--- src/core/msad_pkg.sv ---
// msad_pkg: shared types and address map of the memory space decoder
package msad_pkg;

   localparam int ADDR_W = 16;
   localparam int PDATA_W = 24;
   localparam int XDATA_W = 16;

   // program space map
   localparam logic [15:0] P_RAM_LO = 16'h0000;
   localparam logic [15:0] P_RAM_HI = 16'h01FF;
   localparam logic [15:0] P_ROM_LO = 16'h1000;
   localparam logic [15:0] P_ROM_HI = 16'h97FF;
   localparam logic [15:0] P_EXT_LO = 16'h9800;
   localparam logic [15:0] P_EXT_HI = 16'hFFFF;
   // x data space map
   localparam logic [15:0] X_RAM_LO = 16'h0000;
   localparam logic [15:0] X_RAM_HI = 16'h10FF;
   localparam logic [15:0] X_ROM_LO = 16'h1800;
   localparam logic [15:0] X_ROM_HI = 16'h2FFF;
   localparam logic [15:0] X_IO_LO  = 16'hFF80;
   localparam logic [15:0] X_IO_HI  = 16'hFFFF;
   // y data space map
   localparam logic [15:0] Y_RAM_LO = 16'h0000;
   localparam logic [15:0] Y_RAM_HI = 16'h10FF;
   localparam logic [15:0] Y_ROM_LO = 16'h1800;
   localparam logic [15:0] Y_ROM_HI = 16'h37FF;

   // bank geometry: 256 words per bank
   localparam int BANK_SHIFT = 8;
   localparam logic [7:0] P_RAM_BANKS = 8'h02;
   localparam logic [7:0] P_ROM_BANKS = 8'h88;
   localparam logic [7:0] X_RAM_BANKS = 8'h11;
   localparam logic [7:0] X_ROM_BANKS = 8'h18;
   localparam logic [7:0] Y_RAM_BANKS = 8'h11;
   localparam logic [7:0] Y_ROM_BANKS = 8'h20;

   // value returned for a read of a reserved hole
   localparam logic [23:0] RSV_FILL = 24'h000000;

   typedef enum logic [1:0] {
      MSAD_SP_P = 2'b00,
      MSAD_SP_X = 2'b01,
      MSAD_SP_Y = 2'b10
   } msad_space_e;

   typedef enum logic [2:0] {
      MSAD_OP_MOVE                        = 3'b000,
      MSAD_OP_PERIPHERAL_MOVE_INSTRUCTION = 3'b001,
      MSAD_OP_BIT_TEST_INSTRUCTION        = 3'b010,
      MSAD_OP_BIT_SET                     = 3'b011,
      MSAD_OP_BIT_CLEAR                   = 3'b100,
      MSAD_OP_BIT_CHANGE_INSTRUCTION      = 3'b101
   } msad_op_e;

   typedef struct packed {
      logic        valid;
      msad_space_e space;
      logic [15:0] addr;
      logic        rd;
      logic        wr;
      msad_op_e    op;
      logic [23:0] wdata;
   } msad_req_s;

   typedef struct packed {
      logic p_ram;
      logic p_rom;
      logic p_ext;
      logic x_ram;
      logic x_rom;
      logic x_io;
      logic y_ram;
      logic y_rom;
   } msad_sel_s;

   typedef struct packed {
      msad_sel_s   sel;
      logic [7:0]  bank;
      logic [7:0]  offset;
      logic [15:0] addr;
      logic        rd;
      logic        wr;
      logic        rmw;
      logic [23:0] wdata;
   } msad_tgt_s;

endpackage : msad_pkg

--- src/core/msad_range.sv ---
// msad_range: inclusive address window match with bank index
`timescale 1ns/100ps
module msad_range #(
   parameter logic [15:0] LO = 16'h0000,
   parameter logic [15:0] HI = 16'hFFFF
) (
   // address in
   input  wire logic [15:0] addr,
   // match out
   output logic             hit,
   output logic [7:0]       bank
);
   logic [15:0] rel;

   assign rel  = addr - LO;
   assign hit  = (addr >= LO) && (addr <= HI);
   assign bank = rel[15:8];

endmodule : msad_range

--- src/core/msad_decoder.sv ---
// msad_decoder: program, x and y space decode to on-chip targets
//
// Overview of operation
// - three spaces decode independently of each other
// - program 0000-01FF selects 24-bit program RAM
// - program RAM: two 256-word banks
// - program 1000-97FF selects ROM, 136 banks
// - program 9800-FFFF goes to external port
// - x 0000-10FF selects x RAM, 17 banks
// - x 1800-2FFF selects x ROM, 24 banks
// - x FF80 upward is peripheral register window
// - window takes moves and bit operations
// - y 0000-10FF selects y RAM, 17 banks
// - y 1800-37FF selects y ROM, 32 banks
`timescale 1ns/100ps
module msad_decoder (
   // clock and reset
   input  wire logic              clk,
   input  wire logic              sys_rst,
   // request from core
   input  wire msad_pkg::msad_req_s req,
   // decoded access toward targets
   output msad_pkg::msad_tgt_s    tgt,
   output logic                   tgt_valid,
   // reserved hole answer and dropped ROM write flag
   output logic                   rsv_hit,
   output logic                   rsv_rvalid,
   output logic [23:0]            rsv_rdata,
   output logic                   rom_wr_drop
);
   import msad_pkg::*;

   logic       h_pram, h_prom, h_pext, h_xram, h_xrom, h_xio, h_yram, h_yrom;
   logic [7:0] b_pram, b_prom, b_pext, b_xram, b_xrom, b_xio, b_yram, b_yrom;
   msad_sel_s  sel_next;
   logic [7:0] bank_next;
   logic       is_rom;
   logic       is_bitop;
   logic       any_sel;

   // window matchers, one per target
   msad_range #(.LO(P_RAM_LO), .HI(P_RAM_HI)) u_pram (
      .addr (req.addr),
      .hit  (h_pram),
      .bank (b_pram)
   );
   msad_range #(.LO(P_ROM_LO), .HI(P_ROM_HI)) u_prom (
      .addr (req.addr),
      .hit  (h_prom),
      .bank (b_prom)
   );
   msad_range #(.LO(P_EXT_LO), .HI(P_EXT_HI)) u_pext (
      .addr (req.addr),
      .hit  (h_pext),
      .bank (b_pext)
   );
   msad_range #(.LO(X_RAM_LO), .HI(X_RAM_HI)) u_xram (
      .addr (req.addr),
      .hit  (h_xram),
      .bank (b_xram)
   );
   msad_range #(.LO(X_ROM_LO), .HI(X_ROM_HI)) u_xrom (
      .addr (req.addr),
      .hit  (h_xrom),
      .bank (b_xrom)
   );
   msad_range #(.LO(X_IO_LO), .HI(X_IO_HI)) u_xio (
      .addr (req.addr),
      .hit  (h_xio),
      .bank (b_xio)
   );
   msad_range #(.LO(Y_RAM_LO), .HI(Y_RAM_HI)) u_yram (
      .addr (req.addr),
      .hit  (h_yram),
      .bank (b_yram)
   );
   msad_range #(.LO(Y_ROM_LO), .HI(Y_ROM_HI)) u_yrom (
      .addr (req.addr),
      .hit  (h_yrom),
      .bank (b_yrom)
   );

   // the space tag qualifies every window
   always_comb begin
      sel_next       = '0;
      bank_next      = 8'h00;
      if (req.valid) begin
         case (req.space)
            MSAD_SP_P: begin
               sel_next.p_ram = h_pram;
               sel_next.p_rom = h_prom;
               sel_next.p_ext = h_pext;
            end
            MSAD_SP_X: begin
               sel_next.x_ram = h_xram;
               sel_next.x_rom = h_xrom;
               sel_next.x_io  = h_xio;
            end
            MSAD_SP_Y: begin
               sel_next.y_ram = h_yram;
               sel_next.y_rom = h_yrom;
            end
            default: begin
               sel_next = '0;
            end
         endcase
      end
      // bank is the address above the low eight, relative to the base
      if (sel_next.p_ram) begin
         bank_next = b_pram;
      end else if (sel_next.p_rom) begin
         bank_next = b_prom;
      end else if (sel_next.p_ext) begin
         bank_next = b_pext;
      end else if (sel_next.x_ram) begin
         bank_next = b_xram;
      end else if (sel_next.x_rom) begin
         bank_next = b_xrom;
      end else if (sel_next.x_io) begin
         bank_next = b_xio;
      end else if (sel_next.y_ram) begin
         bank_next = b_yram;
      end else if (sel_next.y_rom) begin
         bank_next = b_yrom;
      end
   end

   assign is_rom  = sel_next.p_rom | sel_next.x_rom | sel_next.y_rom;
   assign any_sel = |sel_next;
   assign is_bitop = (req.op == MSAD_OP_BIT_SET)
                  || (req.op == MSAD_OP_BIT_CLEAR)
                  || (req.op == MSAD_OP_BIT_CHANGE_INSTRUCTION);

   // decoded access, registered one cycle after the request
   always_ff @(posedge clk) begin
      if (sys_rst) begin
         tgt       <= '0;
         tgt_valid <= 1'b0;
      end else begin
         tgt_valid  <= any_sel;
         tgt.sel    <= sel_next;
         tgt.bank   <= bank_next;
         tgt.offset <= req.addr[7:0];
         tgt.addr   <= req.addr;
         tgt.rd     <= any_sel & req.rd;
         // rom contents never see a write strobe
         tgt.wr     <= any_sel & req.wr & ~is_rom;
         // window accepts any op; bit set, clear and change read then write back
         tgt.rmw    <= sel_next.x_io & is_bitop;
         tgt.wdata  <= req.wdata;
      end
   end

   // reserved holes: no select, reads answered with a fixed word
   always_ff @(posedge clk) begin
      if (sys_rst) begin
         rsv_hit     <= 1'b0;
         rsv_rvalid  <= 1'b0;
         rsv_rdata   <= 24'h000000;
         rom_wr_drop <= 1'b0;
      end else begin
         rsv_hit     <= req.valid & ~any_sel;
         rsv_rvalid  <= req.valid & ~any_sel & req.rd;
         rsv_rdata   <= RSV_FILL;
         rom_wr_drop <= req.valid & is_rom & req.wr;
      end
   end

   function automatic logic rsv_data_ok(input logic [23:0] d);
      rsv_data_ok = (d == RSV_FILL);
   endfunction : rsv_data_ok
endmodule : msad_decoder

--- config.mk ---
export PLATFORM = sky130hd
export DESIGN_NAME = msad_decoder
export DESIGN_NICKNAME = d
export VERILOG_FILES = /design/src/core/msad_pkg.sv /design/src/core/msad_range.sv /design/src/core/msad_decoder.sv
export SDC_FILE = /design/constraint.sdc
export NUM_CORES = 1
export LEC_CHECK = 0
export ABC_AREA = 1
export BUFFER_PORTS_ARGS = -buffer_cell sky130_fd_sc_hd__buf_2
export CAP_MARGIN = 20
export CORE_MARGIN = 3
export CORE_UTILIZATION = 47
export CTS_CLUSTER_DIAMETER = 60
export DETAILED_ROUTE_END_ITERATION = 6
export GPL_ROUTABILITY_DRIVEN = 0
export PLACE_DENSITY_LB_ADDON = 0.1
export SKIP_CTS_REPAIR_TIMING = 1
export SLEW_MARGIN = 20
export SYNTH_ARGS = -nofsm -noshare
export SYNTH_HDL_FRONTEND = slang
export SYNTH_SLANG_ARGS = --single-unit
--- constraint.sdc ---
create_clock -name clk -period 1.9 [get_ports clk]
set_clock_uncertainty 0.15 [all_clocks]
set_input_delay 0.095 -clock clk [delete_from_list [all_inputs] [get_ports clk]]
set_output_delay 0.095 -clock clk [all_outputs]
set_load 0.005 [all_outputs]
==> results.md, run 1 <==
- Status: complete, but fails checks
- Failing checks: hold timing
- CTS tree: done
- Flop pwr share: 43.7%
- Synth area leaders: dfxtp_1 (40%), nor2_1 (9.0%), nand2_1 (8.2%)
- Max-cap viol count: 0
- Period utilization: 83.8%
- Post-route ant nets: 0
- Clock Root Buffer: clkbuf_8
- Pleak: 2.51 nW
- # setup viols final: 0
- Num CTS Buffers: 9
- Internal power: 2.35 mW
- Part of the power in the clock network: 41.3%
- CTS Buffer Depth: 2
- Xor/xnor share of the synthesized area: 1.40%
- Post-Synthesis Cells: 420
- GRT overflow: 0
- # diodes: 0
- Post-DR vias/cell: 4.62
- Final hold violation count: 2
- Synth Register Bits: 63
- Switch Pwr: 0.835 mW
- Initial drt markers: 151
- Yosys top cell area share: 40.4%
- Vias in the first global route: 2587
- Die ar.: 0.00766 mm^2
- Routed vias: 3106
- Power per cell area: 728 mW/mm^2
- DR WL/cell: 13.0 um
- Ys flop type: dfxtp_1
- Core area: 0.00639 mm^2
- Simple-gate share of the synthesized area: 31.7%
- Worst setup SP type: input port
- Synth warnings: 0
- Net Sw Frac: 26.2%
- Cell taking the most area after synthesis: dfxtp_1
- Cell Count, Final, Fillers Out: 672
- CP Max Fanout: 8
- Largest family of logic cells by synthesized area: simple AND/OR/NAND/NOR gates
- Num Clock Sinks: 63
- Maximum VDD drop: 557 uV
- Input/output buffers: 120
- Die Ht: 87.5 um
- Ports: 145
- Final min period: 1.59 ns
- Post-Synth Adder-Cell Area: 3.61%
- DR DRC count: 0
- Worst hold slack: -0.0220 ns
- Overall Global Routing Usage: 20.2%
- Fin nets: 649
- Largest net degree at the start of global routing: 23
- Post-Route WL: 8.77 mm
- H-tree levels: 3
- Initial antenna violation count: 0
- Synthesized area: 0.00312 mm^2
- Placed Cells: 614
- CP required: 1.99 ns
- HPWL after DPL: 6.24 mm
- 1st-pass router iterations: 4
- Pwr Total: 3.19 mW
- Setup CP Type: input port to flip-flop
- Initial core utilization: 48.9%
- Area Growth Syn to Fin: 40.3%
- CP arrival: 1.68 ns
- Layout cells sized above 1: 30.9%
- Number of synthesized flops with an enable pin: 0
- Logic gate share of total power: 15.1%
- Rows: 29
- Mux cell area share after synthesis: 0%
- Critical Path End Type: flip-flop
- Post-synthesis compound-gate area fraction: 4.97%
- FFs w/ async S/R, synth: 0%
- Worst-path clk slew: 0.07 ns
- Mean Syn Cell Area: 7.43 um^2
- First-pass GRT wire length: 12.1 mm
- Netlist cell types: 38
- F_max: 628 MHz
- RSZ-0062 raised after global routing: no
- Crit path from: req[41]
- Seq/Total Area, Yosys: 40.4%
- Max Slew Vio Count: 0
- Hold WC Path Type: input port to flip-flop
- Die Wd: 87.5 um
- Hold Startpoint: req[37]
==> critical path, stage by stage <==
cell     delay [ns]
buf_2          0.16
inv_1          0.18
ha_1           0.25
nand3_1        0.08
nor2_1         0.04
nand3_1        0.10
nand2_1        0.15
nand2_4        0.14
nand3_2        0.10
nor2_4         0.13
nand3_4        0.10
nand2_4        0.11
nor2_1         0.05
==> cells in the final DEF, fill, tap and decap left out, drive strengths merged <==
master         n
ha             9
clkbuf         9
inv           70
bufinv         2
clkinvlp       1
buf          135
o21ai          8
a21oi         11
a31oi          1
nand2         80
nor3           8
clkinv         4
dfxtp         63
a2111oi        1
conb          24
nand3         33
xor2           4
xnor2          1
o31ai          1
nand4          4
nor2          81
o211ai         1
o21bai         2
dlygate4sd3   42
==> path summary, 6_finish.rpt <==
kind	cells after the start	to
worst max-delay path	13	tgt[26]
worst min-delay path	4	tgt[35]
==> metal layers <==
metal	global-route usage [%]	part of all wire, %
met3	5.30	8.7
met1	25.1	41
met2	33.3	49
met4	8.09	1.6
met5	0	0
==> Yosys cell counts, types with 3 or more instances <==
cell,count
ha_1,9
a21oi_1,9
buf_4,33
o21ai_0,7
nor2_1,75
dfxtp_1,63
nand4_1,4
nand2_4,4
nand2_2,8
nor3_1,3
nor3_2,3
nand2_1,68
nand3_1,29
inv_1,64
nor2_2,4
clkbuf_1,5
xor2_1,4
==> cell families (layout without fill, tap and decap cells) <==
| logic type | after synthesis | count (layout) |
|---|---|---|
| AO/OA/AOI/OAI | 25 | 25 |
| XOR/XNOR | 5 | 5 |
| adder cells (fa/ha/maj) | 9 | 9 |
| buffers and inverters | 111 | 263 |
| flip-flops | 63 | 63 |
| other | 1 | 24 |
| AND/OR/NAND/NOR | 206 | 206 |
==> per-stage QoR <==
step	TNS (ns)	area, um^2	utilization [%]	worst slack, ns	hold slack [ns]
3_5_place_dp	-0.154	3730	58.4	-0.0363	0.150
2_1_floorplan	0	3210	-	0.231	0.0520
3_3_place_gp	0	3730	58.4	0.00226	0.143
4_1_cts	0	3960	62.0	0.333	-0.225
6_report	0	4380	68.6	0.308	-0.0220
5_1_grt	0	4380	68.6	0.123	0.00390
==> power groups by stage <==
| stage | registers, mW | clock network (mW) | logic [mW] |
|---|---|---|---|
| 3_5_place_dp | 1.42 | 0 | 0.404 |
| 4_1_cts | 1.39 | 1.35 | 0.406 |
| 3_3_place_gp | 1.42 | 0 | 0.401 |
| 5_1_grt | 1.40 | 1.40 | 0.535 |
| 2_1_floorplan | 1.43 | 0 | 0.251 |
| 6_report | 1.39 | 1.32 | 0.480 |
==> state kept, by name, summed over array words and instances, names as in the netlist <==
signal and cells:
rsv_hit 1, rsv_rvalid 1, rom_wr_drop 1, tgt 59, tgt_valid 1
==> cell type report <==
cell class,instances,area [um^2]
sequential,63,1260
timing repair buffer,177,1130
multi-input combinational,269,1390
inverter,70,268
clock inverter,7,105
clock buffer,9,124
fill,534,2010
tap,77,96.3
(Power assumes the default switching activity.)
==> run 2, diff against run 1 <==
--- a/config.mk
+++ b/config.mk
@@ -5,11 +5,11 @@
 export SDC_FILE = /design/constraint.sdc
 export NUM_CORES = 1
 export LEC_CHECK = 0
-export ABC_AREA = 1
+export ABC_AREA = 0
 export BUFFER_PORTS_ARGS = -buffer_cell sky130_fd_sc_hd__buf_2
 export CAP_MARGIN = 20
 export CORE_MARGIN = 3
-export CORE_UTILIZATION = 47
+export CORE_UTILIZATION = 46
 export CTS_CLUSTER_DIAMETER = 60
 export DETAILED_ROUTE_END_ITERATION = 6
 export GPL_ROUTABILITY_DRIVEN = 0
==> constraint.sdc (replaced) <==
create_clock -name clk -period 1.6 [get_ports clk]
set_clock_uncertainty 0.15 [all_clocks]
set_input_delay 0.08 -clock clk [delete_from_list [all_inputs] [get_ports clk]]
set_output_delay 0.08 -clock clk [all_outputs]
set_load 0.005 [all_outputs]
==> results.md, run 2 <==
- Pleak: 2.33 nW (-7.1%)
- Dpl ws: -0.549 ns (-0.512 ns)
- Overall Global Routing Usage: 22.1% (+1.9 points)
- Rows: 28 (-3.4%)
- CTS Buffer Depth: 2 (unchanged)
- Largest net degree at the start of global routing: 50 (+120%)
- Period utilization: 104%
- Input/output buffers: 120 (unchanged)
- Netlist cell types: 62 (+63%)
- Most frequent cells in the layout: buf_2 (114), buf_4 (70), dfxtp_1 (63)
- DR DRC count: 0 (unchanged)
- Synth area leaders: dfxtp_1 (44%), buf_4 (8.3%), nor2b_1 (7.8%)
- Synth warnings: 0 (unchanged)
- Mean Syn Cell Area: 9.41 um^2 (+27%)
- Die Ht: 85.3 um (-2.6%)
- Maximum VDD drop: 704 uV (+26%)
- Critical Path End Type: flip-flop
- GRT overflow: 0 (unchanged)
- Number of synthesized flops with an enable pin: 0 (unchanged)
- Status: complete, but fails checks
- Most common cell after layout, fill and taps aside: buf_2
- Max Slew Vio Count: 0 (unchanged)
- Ports: 145 (unchanged)
- Synth Register Bits: 63 (unchanged)
- Post-route worst setup slack: -0.0639 ns (-0.372 ns)
- Hold WC Path Type: input port to flip-flop
- DR WL/cell: 15.9 um (+22%)
- Die Wd: 85.3 um (-2.6%)
- Initial drt markers: 235 (+56%)
- 1st-pass router iterations: 4 (unchanged)
- Initial antenna violation count: 0 (unchanged)
- Final min period: 1.66 ns
- Synthesized area: 0.00289 mm^2 (-7.5%)
- Fin nets: 586 (-9.7%)
- Routed vias: 3065 (-1.3%)
- Initial core utilization: 48.2% (-0.66 points)
- Top post-synthesis cells by count: dfxtp_1 (63), nor2b_1 (36), buf_4 (32), nor2_1 (26), nand2_1 (11)
- Yosys top cell area share: 43.7% (+3.3 points)
- Setup CP Type: input port to flip-flop
- Post-DR vias/cell: 5.05 (+9.2%)
- Cell taking the most area after synthesis: dfxtp_1
- CTS tree: done
- Vias in the first global route: 2659 (+2.8%)
- Clock Root Buffer: clkbuf_8
- Core area: 0.00599 mm^2 (-6.2%)
- Pwr Total: 3.54 mW (+11%)
- CP required: 1.70 ns (-0.29 ns)
- FFs w/ async S/R, synth: 0% (unchanged)
- Area Growth Syn to Fin: 67.2%
- Post-Route WL: 9.64 mm (+9.9%)
- H-tree levels: 3 (unchanged)
- Cell Count, Final, Fillers Out: 607 (-9.7%)
- Sum of negative setup slack: -0.159 ns (-0.159 ns)
- First-pass GRT wire length: 12.8 mm (+5.5%)
- Failing checks: setup timing
- Num Clock Sinks: 63 (unchanged)
- CP Max Fanout: 9 (+1)
- Layout cells sized above 1: 49.1% (+18 points)
- Post-route ant nets: 0 (unchanged)
- # diodes: 0 (unchanged)
- Worst setup SP type: input port
- Final hold violation count: 0 (-2)
- Biggest register: tgt
- Max-cap viol count: 0 (unchanged)
- RSZ-0062 raised after global routing: yes
- HPWL after DPL: 6.24 mm (about the same)
- Worst hold slack: 0.00379 ns (+0.0258 ns)
- Max reg flops: 59 (unchanged)
- Count leader, synth: dfxtp_1
- Num CTS Buffers: 9 (unchanged)
- CP arrival: 1.76 ns (+0.08 ns)
- Power per cell area: 733 mW/mm^2 (+0.62%)
- Worst-path clk slew: 0.07 ns (about the same)
- F_max: 601 MHz
- Placed Cells: 541 (-12%)
- # setup viols final: 3 (+3)
- Die ar.: 0.00727 mm^2 (-5.1%)
- Ys flop type: dfxtp_1
- Seq/Total Area, Yosys: 43.7% (+3.3 points)
- Post-Synthesis Cells: 307 (-27%)
==> run 2: cell count changes after synthesis, moves of 4 or more <==
cell     previous run  this run
nand2_4             4         0
inv_1              64         8
nor2b_1             0        36
nor2_1             75        26
nand2_2             8         0
nor4_1              0         7
nand3_1            29         8
nand2_1            68        11
o21ai_1             1         5
buf_2               1         5
nor2_2              4         0
o21ai_0             7         1
nor3_1              3         9
a21o_1              0         4
==> run 2: cell type report <==
type                       instances  area, um^2
clock buffer                       9         124
clock inverter                     7        48.8
fill                             365        1160
inverter                           9        52.6
multi-input combinational        212        1650
sequential                        63        1260
tap                               75        93.8
timing repair buffer             232        1600
==> run 2: cell families (layout without fill, tap and decap cells) <==
family	after synthesis	after routing	share of synthesized area, %
AND/OR/NAND/NOR	131	131	26.6
flip-flops	63	63	43.7
buffers and inverters	55	257	12.3
AO/OA/AOI/OAI	40	40	10.9
adder cells (fa/ha/maj)	9	9	3.90
XOR/XNOR	7	7	2.12
other	1	24	0.130
multiplexers	1	1	0.390
==> run 2: power by group <==
part	internal (mW)	total (mW)	switching (mW)
clock	0.563	1.19	0.628
combinational	0.365	0.692	0.327
sequential	1.64	1.65	0.0189
total	2.56	3.54	0.974
==> run 2: worst max-delay path: stages <==
cell and delay (ns):
buf_8 0.10, buf_4 0.17, o41a_1 0.42, nor3_4 0.29
and2_4 0.20, o21ai_1 0.09, a21o_1 0.18, o32ai_2 0.23
==> run 2: routing by layer <==
layer	routed length, um	GRT usage [%]	part of all wire (%)
met1	3800	28.2	39
met2	4800	35.1	50
met3	786	6.50	8.2
met4	252	8.63	2.6
met5	0	0	0
==> run 2: path summary, 6_finish.rpt <==
path | start | end | depth (start not counted)
worst max-delay path | req[40] | tgt[55] | 8
worst min-delay path | req[37] | tgt[35] | 4
==> run 2: metrics by stage <==
stage               utilization [%]  cell area (um^2)
global placement               65.7              3940
CTS                            68.6              4110
global route                   80.6              4830
finish                         80.6              4830
floorplan                         -              3120
detailed placement             65.7              3940
